$ cat src/logic/ertr_pkg.sv
// Purpose: shared constants and types of the event trigger routing block
// Assumes: 10 MHz mclk, 16-bit register words on a plain strobe port
// Notes:   register offsets are word indices on the local port
`default_nettype none

package ertr_pkg;

  // clock and timing grid
  localparam int unsigned CLK_KHZ  = 10000;
  localparam int unsigned GRID_NS  = 1000;
  // longest alignment time, so the cycle count rounds down
  localparam int unsigned GRID_CYC = (GRID_NS * CLK_KHZ) / 1000000;
  localparam int unsigned GRID_W   = 4;
  localparam logic [GRID_W-1:0] GRID_LAST = GRID_W'(GRID_CYC - 1);

  // channels
  localparam int unsigned NCHAN = 3;
  localparam int unsigned CH_ONE   = 0;
  localparam int unsigned CH_TWO   = 1;
  localparam int unsigned CH_THREE = 2;

  // register port
  localparam int unsigned ADDR_W = 3;
  localparam int unsigned DATA_W = 16;
  localparam logic [ADDR_W-1:0] REG_CTRL = 3'h0;
  localparam logic [ADDR_W-1:0] REG_STAT = 3'h1;
  localparam logic [ADDR_W-1:0] REG_MASK = 3'h2;
  localparam logic [ADDR_W-1:0] REG_BUF  = 3'h3;
  localparam logic [ADDR_W-1:0] REG_SW   = 3'h4;

  // sticky status bits, mask uses the same layout
  localparam int unsigned STAT_W    = 5;
  localparam int unsigned ST_ONE    = 0;
  localparam int unsigned ST_MODE   = 1;
  localparam int unsigned ST_AOVF   = 2;
  localparam int unsigned ST_TWO    = 3;
  localparam int unsigned ST_THREE  = 4;
  localparam logic [STAT_W-1:0] STAT_RST = 5'h00;
  localparam logic [STAT_W-1:0] MASK_RST = 5'h00;

  // switches
  localparam int unsigned ASW_W = 8;
  localparam int unsigned VSW_W = 5;
  localparam int unsigned SW_W  = ASW_W + VSW_W + 1;

  // rate selection that takes counts from a trigger channel
  localparam logic [2:0] RATE_EXT = 3'h6;

  typedef enum logic [1:0] {
    ERTR_MODE_SINGLE,
    ERTR_MODE_REPEAT,
    ERTR_MODE_EXT_TIME,
    ERTR_MODE_EXT_ZERO
  } ertr_mode_type;

  typedef struct packed {
    logic [1:0]    rsv_hi;
    logic          start_on_trig;
    logic [3:0]    rsv_mid;
    logic          auto_inc;
    logic [2:0]    rate_b;
    logic [2:0]    rate_a;
    ertr_mode_type mode;
  } ertr_ctrl_type;

  localparam logic [DATA_W-1:0] CTRL_RST = 16'h0000;

  typedef struct packed {
    logic [ADDR_W-1:0] addr;
    logic [DATA_W-1:0] wdata;
    logic              wr;
    logic              rd;
  } ertr_bus_req_type;

endpackage

`default_nettype wire

$ cat src/logic/ertr_edge_chan.sv
// Purpose: one trigger channel, pin synchroniser and slope-selected edge
// Assumes: pin and slope line are asynchronous to mclk
// Notes:   output is one registered pulse per selected edge
`default_nettype none
`timescale 1ns/100ps

module ertr_edge_chan (
  input  wire logic mclk,
  input  wire logic nrst,
  input  wire logic trig_pin,
  input  wire logic slope_pin,
  output var  logic edge_pulse
);

  logic pin_s1_ff;
  logic pin_s2_ff;
  logic pin_old_ff;
  logic slp_s1_ff;
  logic slp_s2_ff;
  logic pulse_ff;
  logic rise;
  logic fall;
  logic nxt_pulse;

  assign rise = pin_s2_ff & ~pin_old_ff;
  assign fall = ~pin_s2_ff & pin_old_ff;
  // slope low picks rising, open (pulled high) picks falling
  assign nxt_pulse = slp_s2_ff ? fall : rise;

  // synchronisers run through reset so they hold the idle level on
  // release; a zero preset would fake an edge on a pin that idles high
  always_ff @(posedge mclk) begin
    pin_s1_ff  <= trig_pin;
    pin_s2_ff  <= pin_s1_ff;
    pin_old_ff <= pin_s2_ff;
    slp_s1_ff  <= slope_pin;
    slp_s2_ff  <= slp_s1_ff;
  end

  always_ff @(posedge mclk) begin
    if (!nrst) begin
      pulse_ff <= 1'b0;
    end else begin
      pulse_ff <= nxt_pulse;
    end
  end

  assign edge_pulse = pulse_ff;

endmodule

`default_nettype wire

$ cat src/logic/ertr_core.sv
// Purpose: routes three external trigger channels to clock A/B actions
// Assumes: counter cores sit outside; their value and overflow arrive
//          on mclk; switch and strap pins are static but asynchronous
// Notes:   alignment to the 1 us grid costs up to one grid period
`default_nettype none
`timescale 1ns/100ps

// Summary of operation
// - channel one event starts counter A when enabled
// - rate six counts A on channel one
// - channel one sets flag, may interrupt
// - align channel one, finer with auto-increment
// - raw channel one trigger driven out
// - modes two/three: channel two captures A, flags
// - align channel two, drive synced copy out
// - rate six counts B on channel three
// - slope low rising, open falling edge
// - address switch on is zero, vector one
// - strap fitted: overflow flags in every mode, may interrupt
// - mode three clears A after capture
// - mode flag with enable requests interrupt
module ertr_core (
  input  wire logic                         mclk,
  input  wire logic                         nrst,
  input  wire ertr_pkg::ertr_bus_req_type   bus_req,
  output var  logic [ertr_pkg::DATA_W-1:0]  bus_rdata,
  input  wire logic                         event_input_one,
  input  wire logic                         event_input_two,
  input  wire logic                         event_input_three,
  input  wire logic                         slope_one,
  input  wire logic                         slope_two,
  input  wire logic                         slope_three,
  input  wire logic [ertr_pkg::ASW_W-1:0]   addr_switch_on,
  input  wire logic [ertr_pkg::VSW_W-1:0]   vec_switch_on,
  input  wire logic                         overflow_irq_all_modes_strap,
  input  wire logic [ertr_pkg::DATA_W-1:0]  counter_a_value,
  input  wire logic                         counter_a_ovf,
  output var  logic                         trig_one_out,
  output var  logic                         trig_three_out,
  output var  logic                         synced_event_one,
  output var  logic                         synced_event_two,
  output var  logic                         counter_a_start,
  output var  logic                         counter_a_tick,
  output var  logic                         counter_b_tick,
  output var  logic                         counter_a_clear,
  output var  logic [ertr_pkg::DATA_W-1:0]  a_buffer,
  output var  logic [ertr_pkg::ASW_W-1:0]   bus_addr_sel,
  output var  logic [ertr_pkg::VSW_W-1:0]   vector_sel,
  output var  logic                         irq
);

  localparam int unsigned N  = ertr_pkg::NCHAN;
  localparam int unsigned DW = ertr_pkg::DATA_W;
  localparam int unsigned SW = ertr_pkg::STAT_W;

  // trigger channels
  logic [N-1:0] pin_vec;
  logic [N-1:0] slope_vec;
  logic [N-1:0] edge_vec;

  // alignment
  logic [ertr_pkg::GRID_W-1:0] grid_ff;
  logic [ertr_pkg::GRID_W-1:0] nxt_grid;
  logic                        grid_tick;
  logic [N-1:0]                pend_ff;
  logic [N-1:0]                nxt_pend;
  logic [N-1:0]                bypass;
  logic [N-1:0]                want;
  logic [N-1:0]                release_vec;
  logic [N-1:0]                aligned_ff;

  // registers
  ertr_pkg::ertr_ctrl_type ctrl_ff;
  logic [SW-1:0]           stat_ff;
  logic [SW-1:0]           nxt_stat;
  logic [SW-1:0]           mask_ff;
  logic [SW-1:0]           stat_set;
  logic [SW-1:0]           stat_clr;
  logic [DW-1:0]           buf_ff;
  logic [DW-1:0]           rdata_ff;
  logic [DW-1:0]           nxt_rdata;

  // switch and strap synchronisers
  logic [ertr_pkg::SW_W-1:0]  sw_s1_ff;
  logic [ertr_pkg::SW_W-1:0]  sw_s2_ff;
  logic [ertr_pkg::ASW_W-1:0] addr_sel_ff;
  logic [ertr_pkg::VSW_W-1:0] vec_sel_ff;
  logic                       strap_ff;

  // decoded actions
  logic         ev_one;
  logic         ev_two;
  logic         ev_three;
  logic         ext_mode;
  logic         zero_mode;
  logic         a_start_ff;
  logic         a_tick_ff;
  logic         b_tick_ff;
  logic         a_clear_ff;
  logic         sync_one_ff;
  logic         sync_two_ff;
  logic         irq_ff;
  logic         mode_set;
  logic         ovf_set;
  logic         do_capture;

  // bus decode
  logic         hit_ctrl;
  logic         hit_stat;
  logic         hit_mask;
  logic         hit_buf;
  logic         hit_sw;
  logic [DW-1:0] ctrl_word;
  logic [DW-1:0] sw_word;

  assign pin_vec   = {event_input_three, event_input_two, event_input_one};
  assign slope_vec = {slope_three, slope_two, slope_one};

  genvar gi;
  generate
    for (gi = 0; gi < N; gi = gi + 1) begin : g_chan
      ertr_edge_chan u_chan (
        .mclk       (mclk),
        .nrst       (nrst),
        .trig_pin   (pin_vec[gi]),
        .slope_pin  (slope_vec[gi]),
        .edge_pulse (edge_vec[gi])
      );
    end
  endgenerate

  // raw triggers leave before any alignment, for converters and the like
  assign trig_one_out   = event_input_one;
  assign trig_three_out = event_input_three;

  // 1 us grid; auto-increment skips the grid so channel one lands on
  // the next mclk edge, the finest step this clock can offer
  assign grid_tick = (grid_ff == ertr_pkg::GRID_LAST);
  assign nxt_grid  = grid_tick ? '0 : grid_ff + 1'b1;

  assign bypass[ertr_pkg::CH_ONE]   = ctrl_ff.auto_inc;
  assign bypass[ertr_pkg::CH_TWO]   = 1'b0;
  assign bypass[ertr_pkg::CH_THREE] = 1'b1;

  assign want        = pend_ff | edge_vec;
  assign release_vec = want & ({N{grid_tick}} | bypass);
  // a second edge inside one grid period merges with the first
  assign nxt_pend    = want & ~release_vec;

  always_ff @(posedge mclk) begin
    if (!nrst) begin
      grid_ff    <= '0;
      pend_ff    <= '0;
      aligned_ff <= '0;
    end else begin
      grid_ff    <= nxt_grid;
      pend_ff    <= nxt_pend;
      aligned_ff <= release_vec;
    end
  end

  assign ev_one   = aligned_ff[ertr_pkg::CH_ONE];
  assign ev_two   = aligned_ff[ertr_pkg::CH_TWO];
  assign ev_three = aligned_ff[ertr_pkg::CH_THREE];

  assign ext_mode  = (ctrl_ff.mode == ertr_pkg::ERTR_MODE_EXT_TIME) ||
                     (ctrl_ff.mode == ertr_pkg::ERTR_MODE_EXT_ZERO);
  assign zero_mode = (ctrl_ff.mode == ertr_pkg::ERTR_MODE_EXT_ZERO);
  assign do_capture = ev_two & ext_mode;

  // mode flag: overflow in interval modes, channel two in timing modes
  assign mode_set = do_capture | (counter_a_ovf & ~ext_mode);
  // without the strap overflow stays legacy: no own flag or interrupt
  assign ovf_set  = counter_a_ovf & strap_ff;

  always_comb begin
    stat_set                    = '0;
    stat_set[ertr_pkg::ST_ONE]   = ev_one;
    stat_set[ertr_pkg::ST_MODE]  = mode_set;
    stat_set[ertr_pkg::ST_AOVF]  = ovf_set;
    stat_set[ertr_pkg::ST_TWO]   = ev_two;
    stat_set[ertr_pkg::ST_THREE] = ev_three;
  end

  // a set arriving with its clear wins, so no event is lost
  assign stat_clr = (bus_req.wr && hit_stat) ? bus_req.wdata[SW-1:0] : '0;
  assign nxt_stat = (stat_ff & ~stat_clr) | stat_set;

  // action pulses toward the counter cores
  always_ff @(posedge mclk) begin
    if (!nrst) begin
      a_start_ff  <= 1'b0;
      a_tick_ff   <= 1'b0;
      b_tick_ff   <= 1'b0;
      a_clear_ff  <= 1'b0;
      sync_one_ff <= 1'b0;
      sync_two_ff <= 1'b0;
    end else begin
      a_start_ff  <= ev_one & ctrl_ff.start_on_trig;
      a_tick_ff   <= ev_one & (ctrl_ff.rate_a == ertr_pkg::RATE_EXT);
      b_tick_ff   <= ev_three & (ctrl_ff.rate_b == ertr_pkg::RATE_EXT);
      a_clear_ff  <= do_capture & zero_mode;
      sync_one_ff <= ev_one;
      sync_two_ff <= ev_two;
    end
  end

  always_ff @(posedge mclk) begin
    if (!nrst) begin
      buf_ff <= '0;
    end else if (do_capture) begin
      buf_ff <= counter_a_value;
    end
  end

  // switches: on means address zero but vector one
  always_ff @(posedge mclk) begin
    if (!nrst) begin
      sw_s1_ff    <= '0;
      sw_s2_ff    <= '0;
      addr_sel_ff <= '0;
      vec_sel_ff  <= '0;
      strap_ff    <= 1'b0;
    end else begin
      sw_s1_ff    <= {overflow_irq_all_modes_strap, vec_switch_on,
                      addr_switch_on};
      sw_s2_ff    <= sw_s1_ff;
      addr_sel_ff <= ~sw_s2_ff[ertr_pkg::ASW_W-1:0];
      vec_sel_ff  <= sw_s2_ff[ertr_pkg::ASW_W +: ertr_pkg::VSW_W];
      strap_ff    <= sw_s2_ff[ertr_pkg::SW_W-1];
    end
  end

  // register port
  assign hit_ctrl = (bus_req.addr == ertr_pkg::REG_CTRL);
  assign hit_stat = (bus_req.addr == ertr_pkg::REG_STAT);
  assign hit_mask = (bus_req.addr == ertr_pkg::REG_MASK);
  assign hit_buf  = (bus_req.addr == ertr_pkg::REG_BUF);
  assign hit_sw   = (bus_req.addr == ertr_pkg::REG_SW);

  assign ctrl_word = ctrl_ff;
  assign sw_word   = {{(DW - ertr_pkg::SW_W){1'b0}}, strap_ff,
                      vec_sel_ff, addr_sel_ff};

  always_comb begin
    if (hit_ctrl) begin
      nxt_rdata = ctrl_word;
    end else if (hit_stat) begin
      nxt_rdata = {{(DW - SW){1'b0}}, stat_ff};
    end else if (hit_mask) begin
      nxt_rdata = {{(DW - SW){1'b0}}, mask_ff};
    end else if (hit_buf) begin
      nxt_rdata = buf_ff;
    end else if (hit_sw) begin
      nxt_rdata = sw_word;
    end else begin
      nxt_rdata = '0;
    end
  end

  always_ff @(posedge mclk) begin
    if (!nrst) begin
      ctrl_ff <= ertr_pkg::CTRL_RST;
      mask_ff <= ertr_pkg::MASK_RST;
    end else if (bus_req.wr) begin
      if (hit_ctrl) begin
        ctrl_ff <= bus_req.wdata;
      end
      if (hit_mask) begin
        mask_ff <= bus_req.wdata[SW-1:0];
      end
    end
  end

  // read data only stand in the cycle after the strobe
  always_ff @(posedge mclk) begin
    if (!nrst) begin
      rdata_ff <= '0;
    end else if (bus_req.rd) begin
      rdata_ff <= nxt_rdata;
    end else begin
      rdata_ff <= '0;
    end
  end

  always_ff @(posedge mclk) begin
    if (!nrst) begin
      stat_ff <= ertr_pkg::STAT_RST;
      irq_ff  <= 1'b0;
    end else begin
      stat_ff <= nxt_stat;
      irq_ff  <= |(nxt_stat & mask_ff);
    end
  end

  assign bus_rdata        = rdata_ff;
  assign synced_event_one = sync_one_ff;
  assign synced_event_two = sync_two_ff;
  assign counter_a_start  = a_start_ff;
  assign counter_a_tick   = a_tick_ff;
  assign counter_b_tick   = b_tick_ff;
  assign counter_a_clear  = a_clear_ff;
  assign a_buffer         = buf_ff;
  assign bus_addr_sel     = addr_sel_ff;
  assign vector_sel       = vec_sel_ff;
  assign irq              = irq_ff;

endmodule

`default_nettype wire

$ cat config.mk
export PLATFORM = sky130hd
export DESIGN_NAME = ertr_core
export DESIGN_NICKNAME = d
export VERILOG_FILES = /design/src/logic/ertr_pkg.sv /design/src/logic/ertr_edge_chan.sv /design/src/logic/ertr_core.sv
export SDC_FILE = /design/constraint.sdc
export NUM_CORES = 1
export LEC_CHECK = 0
export BUFFER_PORTS_ARGS = -buffer_cell sky130_fd_sc_hd__buf_2
export CAP_MARGIN = 20
export CORE_MARGIN = 4
export CORE_UTILIZATION = 52
export CTS_CLUSTER_DIAMETER = 50
export DETAILED_ROUTE_END_ITERATION = 6
export GPL_TIMING_DRIVEN = 0
export PLACE_DENSITY_LB_ADDON = 0.1
export SETUP_SLACK_MARGIN = 0.02
export SYNTH_ARGS = -nofsm -noshare
export SYNTH_HDL_FRONTEND = slang
export SYNTH_SLANG_ARGS = --single-unit
export TNS_END_PERCENT = 1
$ cat constraint.sdc
create_clock -name mclk -period 1.75 [get_ports mclk]
set_input_delay 0.35 -clock mclk [delete_from_list [all_inputs] [get_ports mclk]]
set_output_delay 0.35 -clock mclk [all_outputs]
set_load 0.02 [all_outputs]
After elaboration in Yosys (flattened, before gate mapping)
Cells that the tools add are included.
{ "word_totals": {"input_bits": 60, "output_inout_bits": 54, "word_cells": 103, "register_bits": 135} }
{ "op_classes": {"eq_ne": 9, "n_reduce_logical": 8, "muxes": 9, "n_addsub": 1, "n_bitwise": 32} }
{ "op_table": {"columns": ["op", "n"], "rows": [
  ["16-bit 2-to-1 mux", 4],
  ["14-bit 2-to-1 mux", 1],
  ["1-bit bitwise AND", 13],
  ["5-bit bitwise AND", 2],
  ["3-bit == test, second input constant", 3],
  ["1-bit NOT", 8],
  ["8-bit NOT", 1],
  ["3-bit bitwise AND", 2],
  ["3-bit by 2-bit == test with 1-bit output, second input constant", 2],
  ["3-bit OR", 2],
  ["2-bit AND reduction", 3],
  ["5-bit 2-to-1 mux", 1],
  ["5-bit NOT", 1],
  ["5-bit OR", 1],
  ["5-bit OR reduction", 1],
  ["4-bit by 1-bit adder with 4-bit output, second input constant", 1],
  ["2-bit == test, second input constant", 2],
  ["4-bit == test, second input constant", 1],
  ["3-bit by 1-bit == test with 1-bit output, second input constant", 1],
  ["3-bit zero test", 1],
  ["1-bit 2-to-1 mux", 3],
  ["3-bit NOT", 1],
  ["2-bit OR reduction", 1],
  ["1-bit logical AND", 1],
  ["2 further kinds", 2]
]} }

Longest topological paths before layout
{ "logic_depth": {"depth_word": 8, "depth_mapped": 6, "mapped_depth_nobuf": 6} }

By module
Synthesis repeated with hierarchy kept, for this count alone.
{ "hier_totals": {"hier_cells": 446, "hier_area_um2": 4425.5} }
{ "modules_own_cells": {"columns": ["mod", "instances", "cells_each", "seq_area_each_um2", "area_per_inst_um2"], "rows": [
  ["ertr_core", 1, 419, 2322.2, 3993.8],
  ["ertr_edge_chan", 3, 9, 120.1, 143.9]
]} }

Worst setup path before layout
OpenSTA, ideal clock, no wires.
{ "synth_path": {"path_kind": "input to register", "from": "input port bus_req[20] in the netlist's numbering", "to": "register irq_ff (netlist: irq)", "t_required_ns": 1.615, "path_buffers": 1, "cell_stages": 5, "setup_ns": 0.135, "t_arrival_ns": 1.205, "path_slack_ns": 0.410, "path_cell_list": "buf_2 and4bb_4 a21boi_1 o31ai_1 a41oi_1"} }
{ "synth_via": {"elab_chain_cells": 8} }
{ "synth_rtl": {"columns": ["item", "line", "text"], "rows": [
  ["start, declared", "ertr_core.sv:25", "input wire ertr_pkg::ertr_bus_req_type bus_req,"],
  ["3-bit by 1-bit == test with 1-bit output", "ertr_core.sv:236", "assign hit_stat = (bus_req.addr == ertr_pkg::REG_STAT);"],
  ["1-bit logical AND", "ertr_core.sv:186", "assign stat_clr = (bus_req.wr && hit_stat) ? bus_req.wdata[SW-1:0] : '0;"],
  ["5-bit 2-to-1 mux", "ertr_core.sv:186", null],
  ["5-bit NOT", "ertr_core.sv:187", "assign nxt_stat = (stat_ff & ~stat_clr) | stat_set;"],
  ["5-bit bitwise AND", "ertr_core.sv:187", null],
  ["5-bit OR", "ertr_core.sv:187", null],
  ["5-bit bitwise AND", "ertr_core.sv:292", "irq_ff <= |(nxt_stat & mask_ff);"],
  ["5-bit OR reduction", "ertr_core.sv:292", null],
  ["end signal, assigned", "ertr_core.sv:292", null],
  ["end, declared", "ertr_core.sv:102", "logic irq_ff;"]
]} }
No other way between the ends.
A chain may end at the register's enable or synchronous reset.

Worst setup path in the final report
{ "layout_path": {"from": "input port event_input_three", "to": "output port trig_three_out"} }
{ "layout_rtl": {"columns": ["item", "line", "text"], "rows": [
  ["start, declared", "ertr_core.sv:29", "input wire logic event_input_three,"],
  ["end, declared", "ertr_core.sv:39", "output var logic trig_three_out,"]
]} }
No word-level cell between the ends.

==> impl_metrics.prom <==
# TYPE chip_impl_metric gauge
chip_impl_metric{name="fmax",unit="MHz"} 617
chip_impl_metric{name="report.final.setup_viol",unit=""} 0
chip_impl_metric{name="total_power",unit="uW"} 6740
chip_impl_metric{name="synthDistinctLibCells",unit=""} 38
chip_impl_metric{name="cell_count_after_placement",unit=""} 651
chip_impl_info{name="critical_path.reg2reg.startpoint",value="aligned_ff[1]"} 1
chip_impl_metric{name="global_route.usage.total",unit=""} 0.226
chip_impl_info{name="startpoint_type_of_the_worst_setup_path",value="primary input"} 1
chip_impl_metric{name="area_enclosed_by_the_die_boundary",unit="um2"} 9980
chip_impl_metric{name="floorplan.io_pins",unit=""} 114
chip_impl_metric{name="power_leakage",unit="uW"} 0.00242
chip_impl_metric{name="n_antenna_cell",unit=""} 0
chip_impl_metric{name="grt-ovfl-total",unit=""} 0
chip_impl_info{name="rsz0062_at_grt",value="false"} 1
chip_impl_metric{name="clock-sinks",unit=""} 134
chip_impl_metric{name="cts.hold.buffers_added",unit=""} 6
chip_impl_metric{name="via_count_of_the_first_global_routing_pass",unit=""} 3471
chip_impl_metric{name="wire_per_inst",unit="um"} 16.0
chip_impl_metric{name="place.detailed.hpwl",unit="mm"} 7.80
chip_impl_metric{name="synth_area_per_cell",unit="um2"} 10.1
chip_impl_metric{name="detailedRoute.firstPassIterationCount",unit=""} 5
chip_impl_metric{name="drive_gt1_frac",unit=""} 0.286
chip_impl_info{name="most_common_cell_after_layout_fill_and_taps_aside",value="dfxtp_1"} 1
chip_impl_metric{name="die-height",unit="um"} 99.9
chip_impl_metric{name="cp.arrival",unit="ns"} 1.27
chip_impl_metric{name="finalWorstPathRequiredPeriod",unit="ns"} 1.62
chip_impl_metric{name="clock_insertion_delay_worst_skew",unit="ns"} 0.51
chip_impl_metric{name="area_growth",unit="%"} 29.5
chip_impl_info{name="hold_path_startpoint",value="addr_switch_on[2]"} 1
chip_impl_metric{name="cts_resizes",unit=""} 0
chip_impl_info{name="clock_tree.root_cell",value="clkbuf_8"} 1
chip_impl_metric{name="initial_core_utilization",unit=""} 0.534
chip_impl_metric{name="whs",unit="ns"} 0.0440
chip_impl_metric{name="n_fill_cell",unit=""} 666
chip_impl_info{name="layout_common_cells",value="dfxtp_1 (134), buf_2 (118), nand2_1 (69), a21oi_1 (43), and2_1 (41)"} 1
chip_impl_metric{name="dpl_worst_slack",unit="ns"} -0.00472
chip_impl_info{name="worst_setup_startpoint",value="event_input_three"} 1
chip_impl_metric{name="synth_sequential_area_ratio",unit=""} 0.611
chip_impl_metric{name="cts-htree-levels",unit=""} 4
chip_impl_metric{name="finalMaxSlewViolations",unit=""} 0
chip_impl_info{name="run_status",value="finished, final reports clean"} 1
chip_impl_metric{name="postRouteAntennaNets",unit=""} 0
chip_impl_metric{name="synthArstFlopShare",unit=""} 0
chip_impl_metric{name="synth-warning-count",unit=""} 0
chip_impl_metric{name="synthesis.area",unit="um2"} 4390
chip_impl_metric{name="route.final.wire_length",unit="mm"} 11.0
chip_impl_metric{name="design.core.area",unit="um2"} 8220
chip_impl_metric{name="first_pass_grt_wire_length",unit="mm"} 17.2
chip_impl_metric{name="gate_count_of_the_mapped_netlist",unit=""} 435
chip_impl_metric{name="io_buffer_count",unit=""} 111
chip_impl_metric{name="cellPowerDensity",unit="nW/um2"} 1190
chip_impl_metric{name="synth_edf_count",unit=""} 0
chip_impl_metric{name="pin_count_of_the_biggest_net_entering_global_routing",unit=""} 17
chip_impl_metric{name="routed-via-count",unit=""} 3594
chip_impl_metric{name="hold_viol",unit=""} 0
chip_impl_metric{name="cts_setup_buffers",unit=""} 0
chip_impl_metric{name="finClkSkew",unit="ns"} 0.00789
chip_impl_metric{name="worst_slew_margin_rel",unit=""} 0.589
chip_impl_info{name="hold_class",value="primary input to flip-flop"} 1
chip_impl_info{name="path_class",value="primary input to output pin"} 1
chip_impl_metric{name="cp_max_fo",unit=""} 2
chip_impl_metric{name="cp_data_required_time",unit="ns"} 1.40
chip_impl_metric{name="dr.first_iter.drc_count",unit=""} 179
chip_impl_metric{name="clk_pin_slew_worst_paths",unit="ns"} 0.06
chip_impl_metric{name="setup_tns",unit="ns"} 0
chip_impl_metric{name="synth_fp_nets",unit=""} 497
chip_impl_metric{name="cts_buf_count",unit=""} 17
chip_impl_info{name="end_kind",value="output pin"} 1
chip_impl_metric{name="remaining_drc_errors",unit=""} 0
chip_impl_metric{name="final_net_count",unit=""} 633
chip_impl_metric{name="timing_worst_slew_pin_value",unit="ns"} 0.617
chip_impl_metric{name="antenna_found_initial",unit=""} 0
chip_impl_info{name="tritoncts",value="done"} 1
chip_impl_metric{name="finalWeightedCongestion",unit=""} 0.812
chip_impl_info{name="synth-main-ff-cell",value="dfxtp_1"} 1
chip_impl_metric{name="viasPerCell",unit=""} 5.22
chip_impl_metric{name="fin_cells",unit=""} 689
chip_impl_metric{name="placementRows",unit=""} 33
chip_impl_metric{name="irDropWorstVdd",unit="mV"} 0.724
chip_impl_metric{name="max_cap_violations",unit=""} 0
chip_impl_metric{name="die_width",unit="um"} 99.9
chip_impl_metric{name="synth_seq_cells",unit=""} 134
chip_impl_metric{name="cts_buffer_depth",unit=""} 2
chip_impl_metric{name="worst_slack",unit="ns"} 0.129
chip_impl_metric{name="final_min_period_over_clock_period",unit=""} 0.926
cells in the mapped netlist (3+ instances only):
| cell | n | area share |
|---|---|---|
| nor2b_1 | 3 | 0.0043 |
| o21ai_0 | 5 | 0.0057 |
| a22oi_1 | 11 | 0.019 |
| or3b_2 | 3 | 0.0060 |
| nor3_1 | 4 | 0.0046 |
| mux2i_1 | 5 | 0.011 |
| a2bb2oi_1 | 8 | 0.016 |
| nand2b_1 | 5 | 0.0071 |
| mux4_2 | 5 | 0.026 |
| a21oi_1 | 43 | 0.049 |
| nand3b_1 | 4 | 0.0068 |
| nand3_1 | 7 | 0.0080 |
| nand2_1 | 69 | 0.059 |
| nor2_1 | 38 | 0.032 |
| and2_1 | 41 | 0.058 |
| buf_4 | 5 | 0.0086 |
| dfxtp_1 | 134 | 0.61 |
| clkbuf_1 | 15 | 0.013 |
| buf_2 | 7 | 0.0080 |
worst max-delay path, stage by stage:
cell and delay (ns):
dlygate4sd3_1 0.53, buf_2 0.13, buf_4 0.12, buf_2 0.15
final cells by class:
cell class | count | area [um2] | area share
tap | 105 | 131 | 0.0231
sequential | 134 | 2680 | 0.472
timing repair buffer | 117 | 616 | 0.108
multi-input combinational | 271 | 1570 | 0.276
clock inverter | 13 | 115 | 0.0203
inverter | 3 | 11.3 | 0.00198
buffer | 27 | 129 | 0.0227
clock buffer | 19 | 432 | 0.0760
flip-flops by register name (all words and copies together) (netlist names), 4 cells and up:
register      flops
bus_rdata        16
grid_ff           4
mask_ff           5
ctrl_ff          15
stat_ff           5
sw_s2_ff         14
bus_addr_sel      8
vector_sel        5
sw_s1_ff         14
a_buffer         16
cell families after synthesis:
group,share of synthesized area
simple gates,0.206
compound gates,0.104
flops,0.611
fa+ha+maj,0.00570
mux,0.0371
xor+xnor,0.00399
buf+inv,0.0319
metal layers:
layer | global-route usage | up-vias | part of all wire
li1 | - | 1729 | -
met1 | 0.291 | 1664 | 0.42
met2 | 0.351 | 181 | 0.47
met3 | 0.0688 | 20 | 0.086
met4 | 0.0966 | 0 | 0.025
met5 | 0 | - | 0
power breakdown:
part	switching (uW)	leakage, uW	internal [uW]	total (uW)
registers	41.7	0.00110	3150	3190
logic	193	0.00106	154	347
clock network	1390	0.000260	1820	3210
stage by stage:
step / util / area, um2
final: 0.692 / 5680
after global routing: 0.692 / 5680
after CTS: 0.692 / 5680
after detailed placement: 0.618 / 5080
after global placement: 0.618 / 5080
after floorplan: - / 4390
path summary, 6_finish.rpt:
path                                              endpoint  slack, ns  depth (start not counted)
worst max register to register                a_buffer[11]       0.34                          4
worst max-delay path                        trig_three_out       0.13                          4
worst min-delay path                           sw_s1_ff[2]       0.04                          2
worst min register to register  g_chan[0].u_chan.slp_s2_ff       0.32                          0
(Power assumes the default switching activity.)
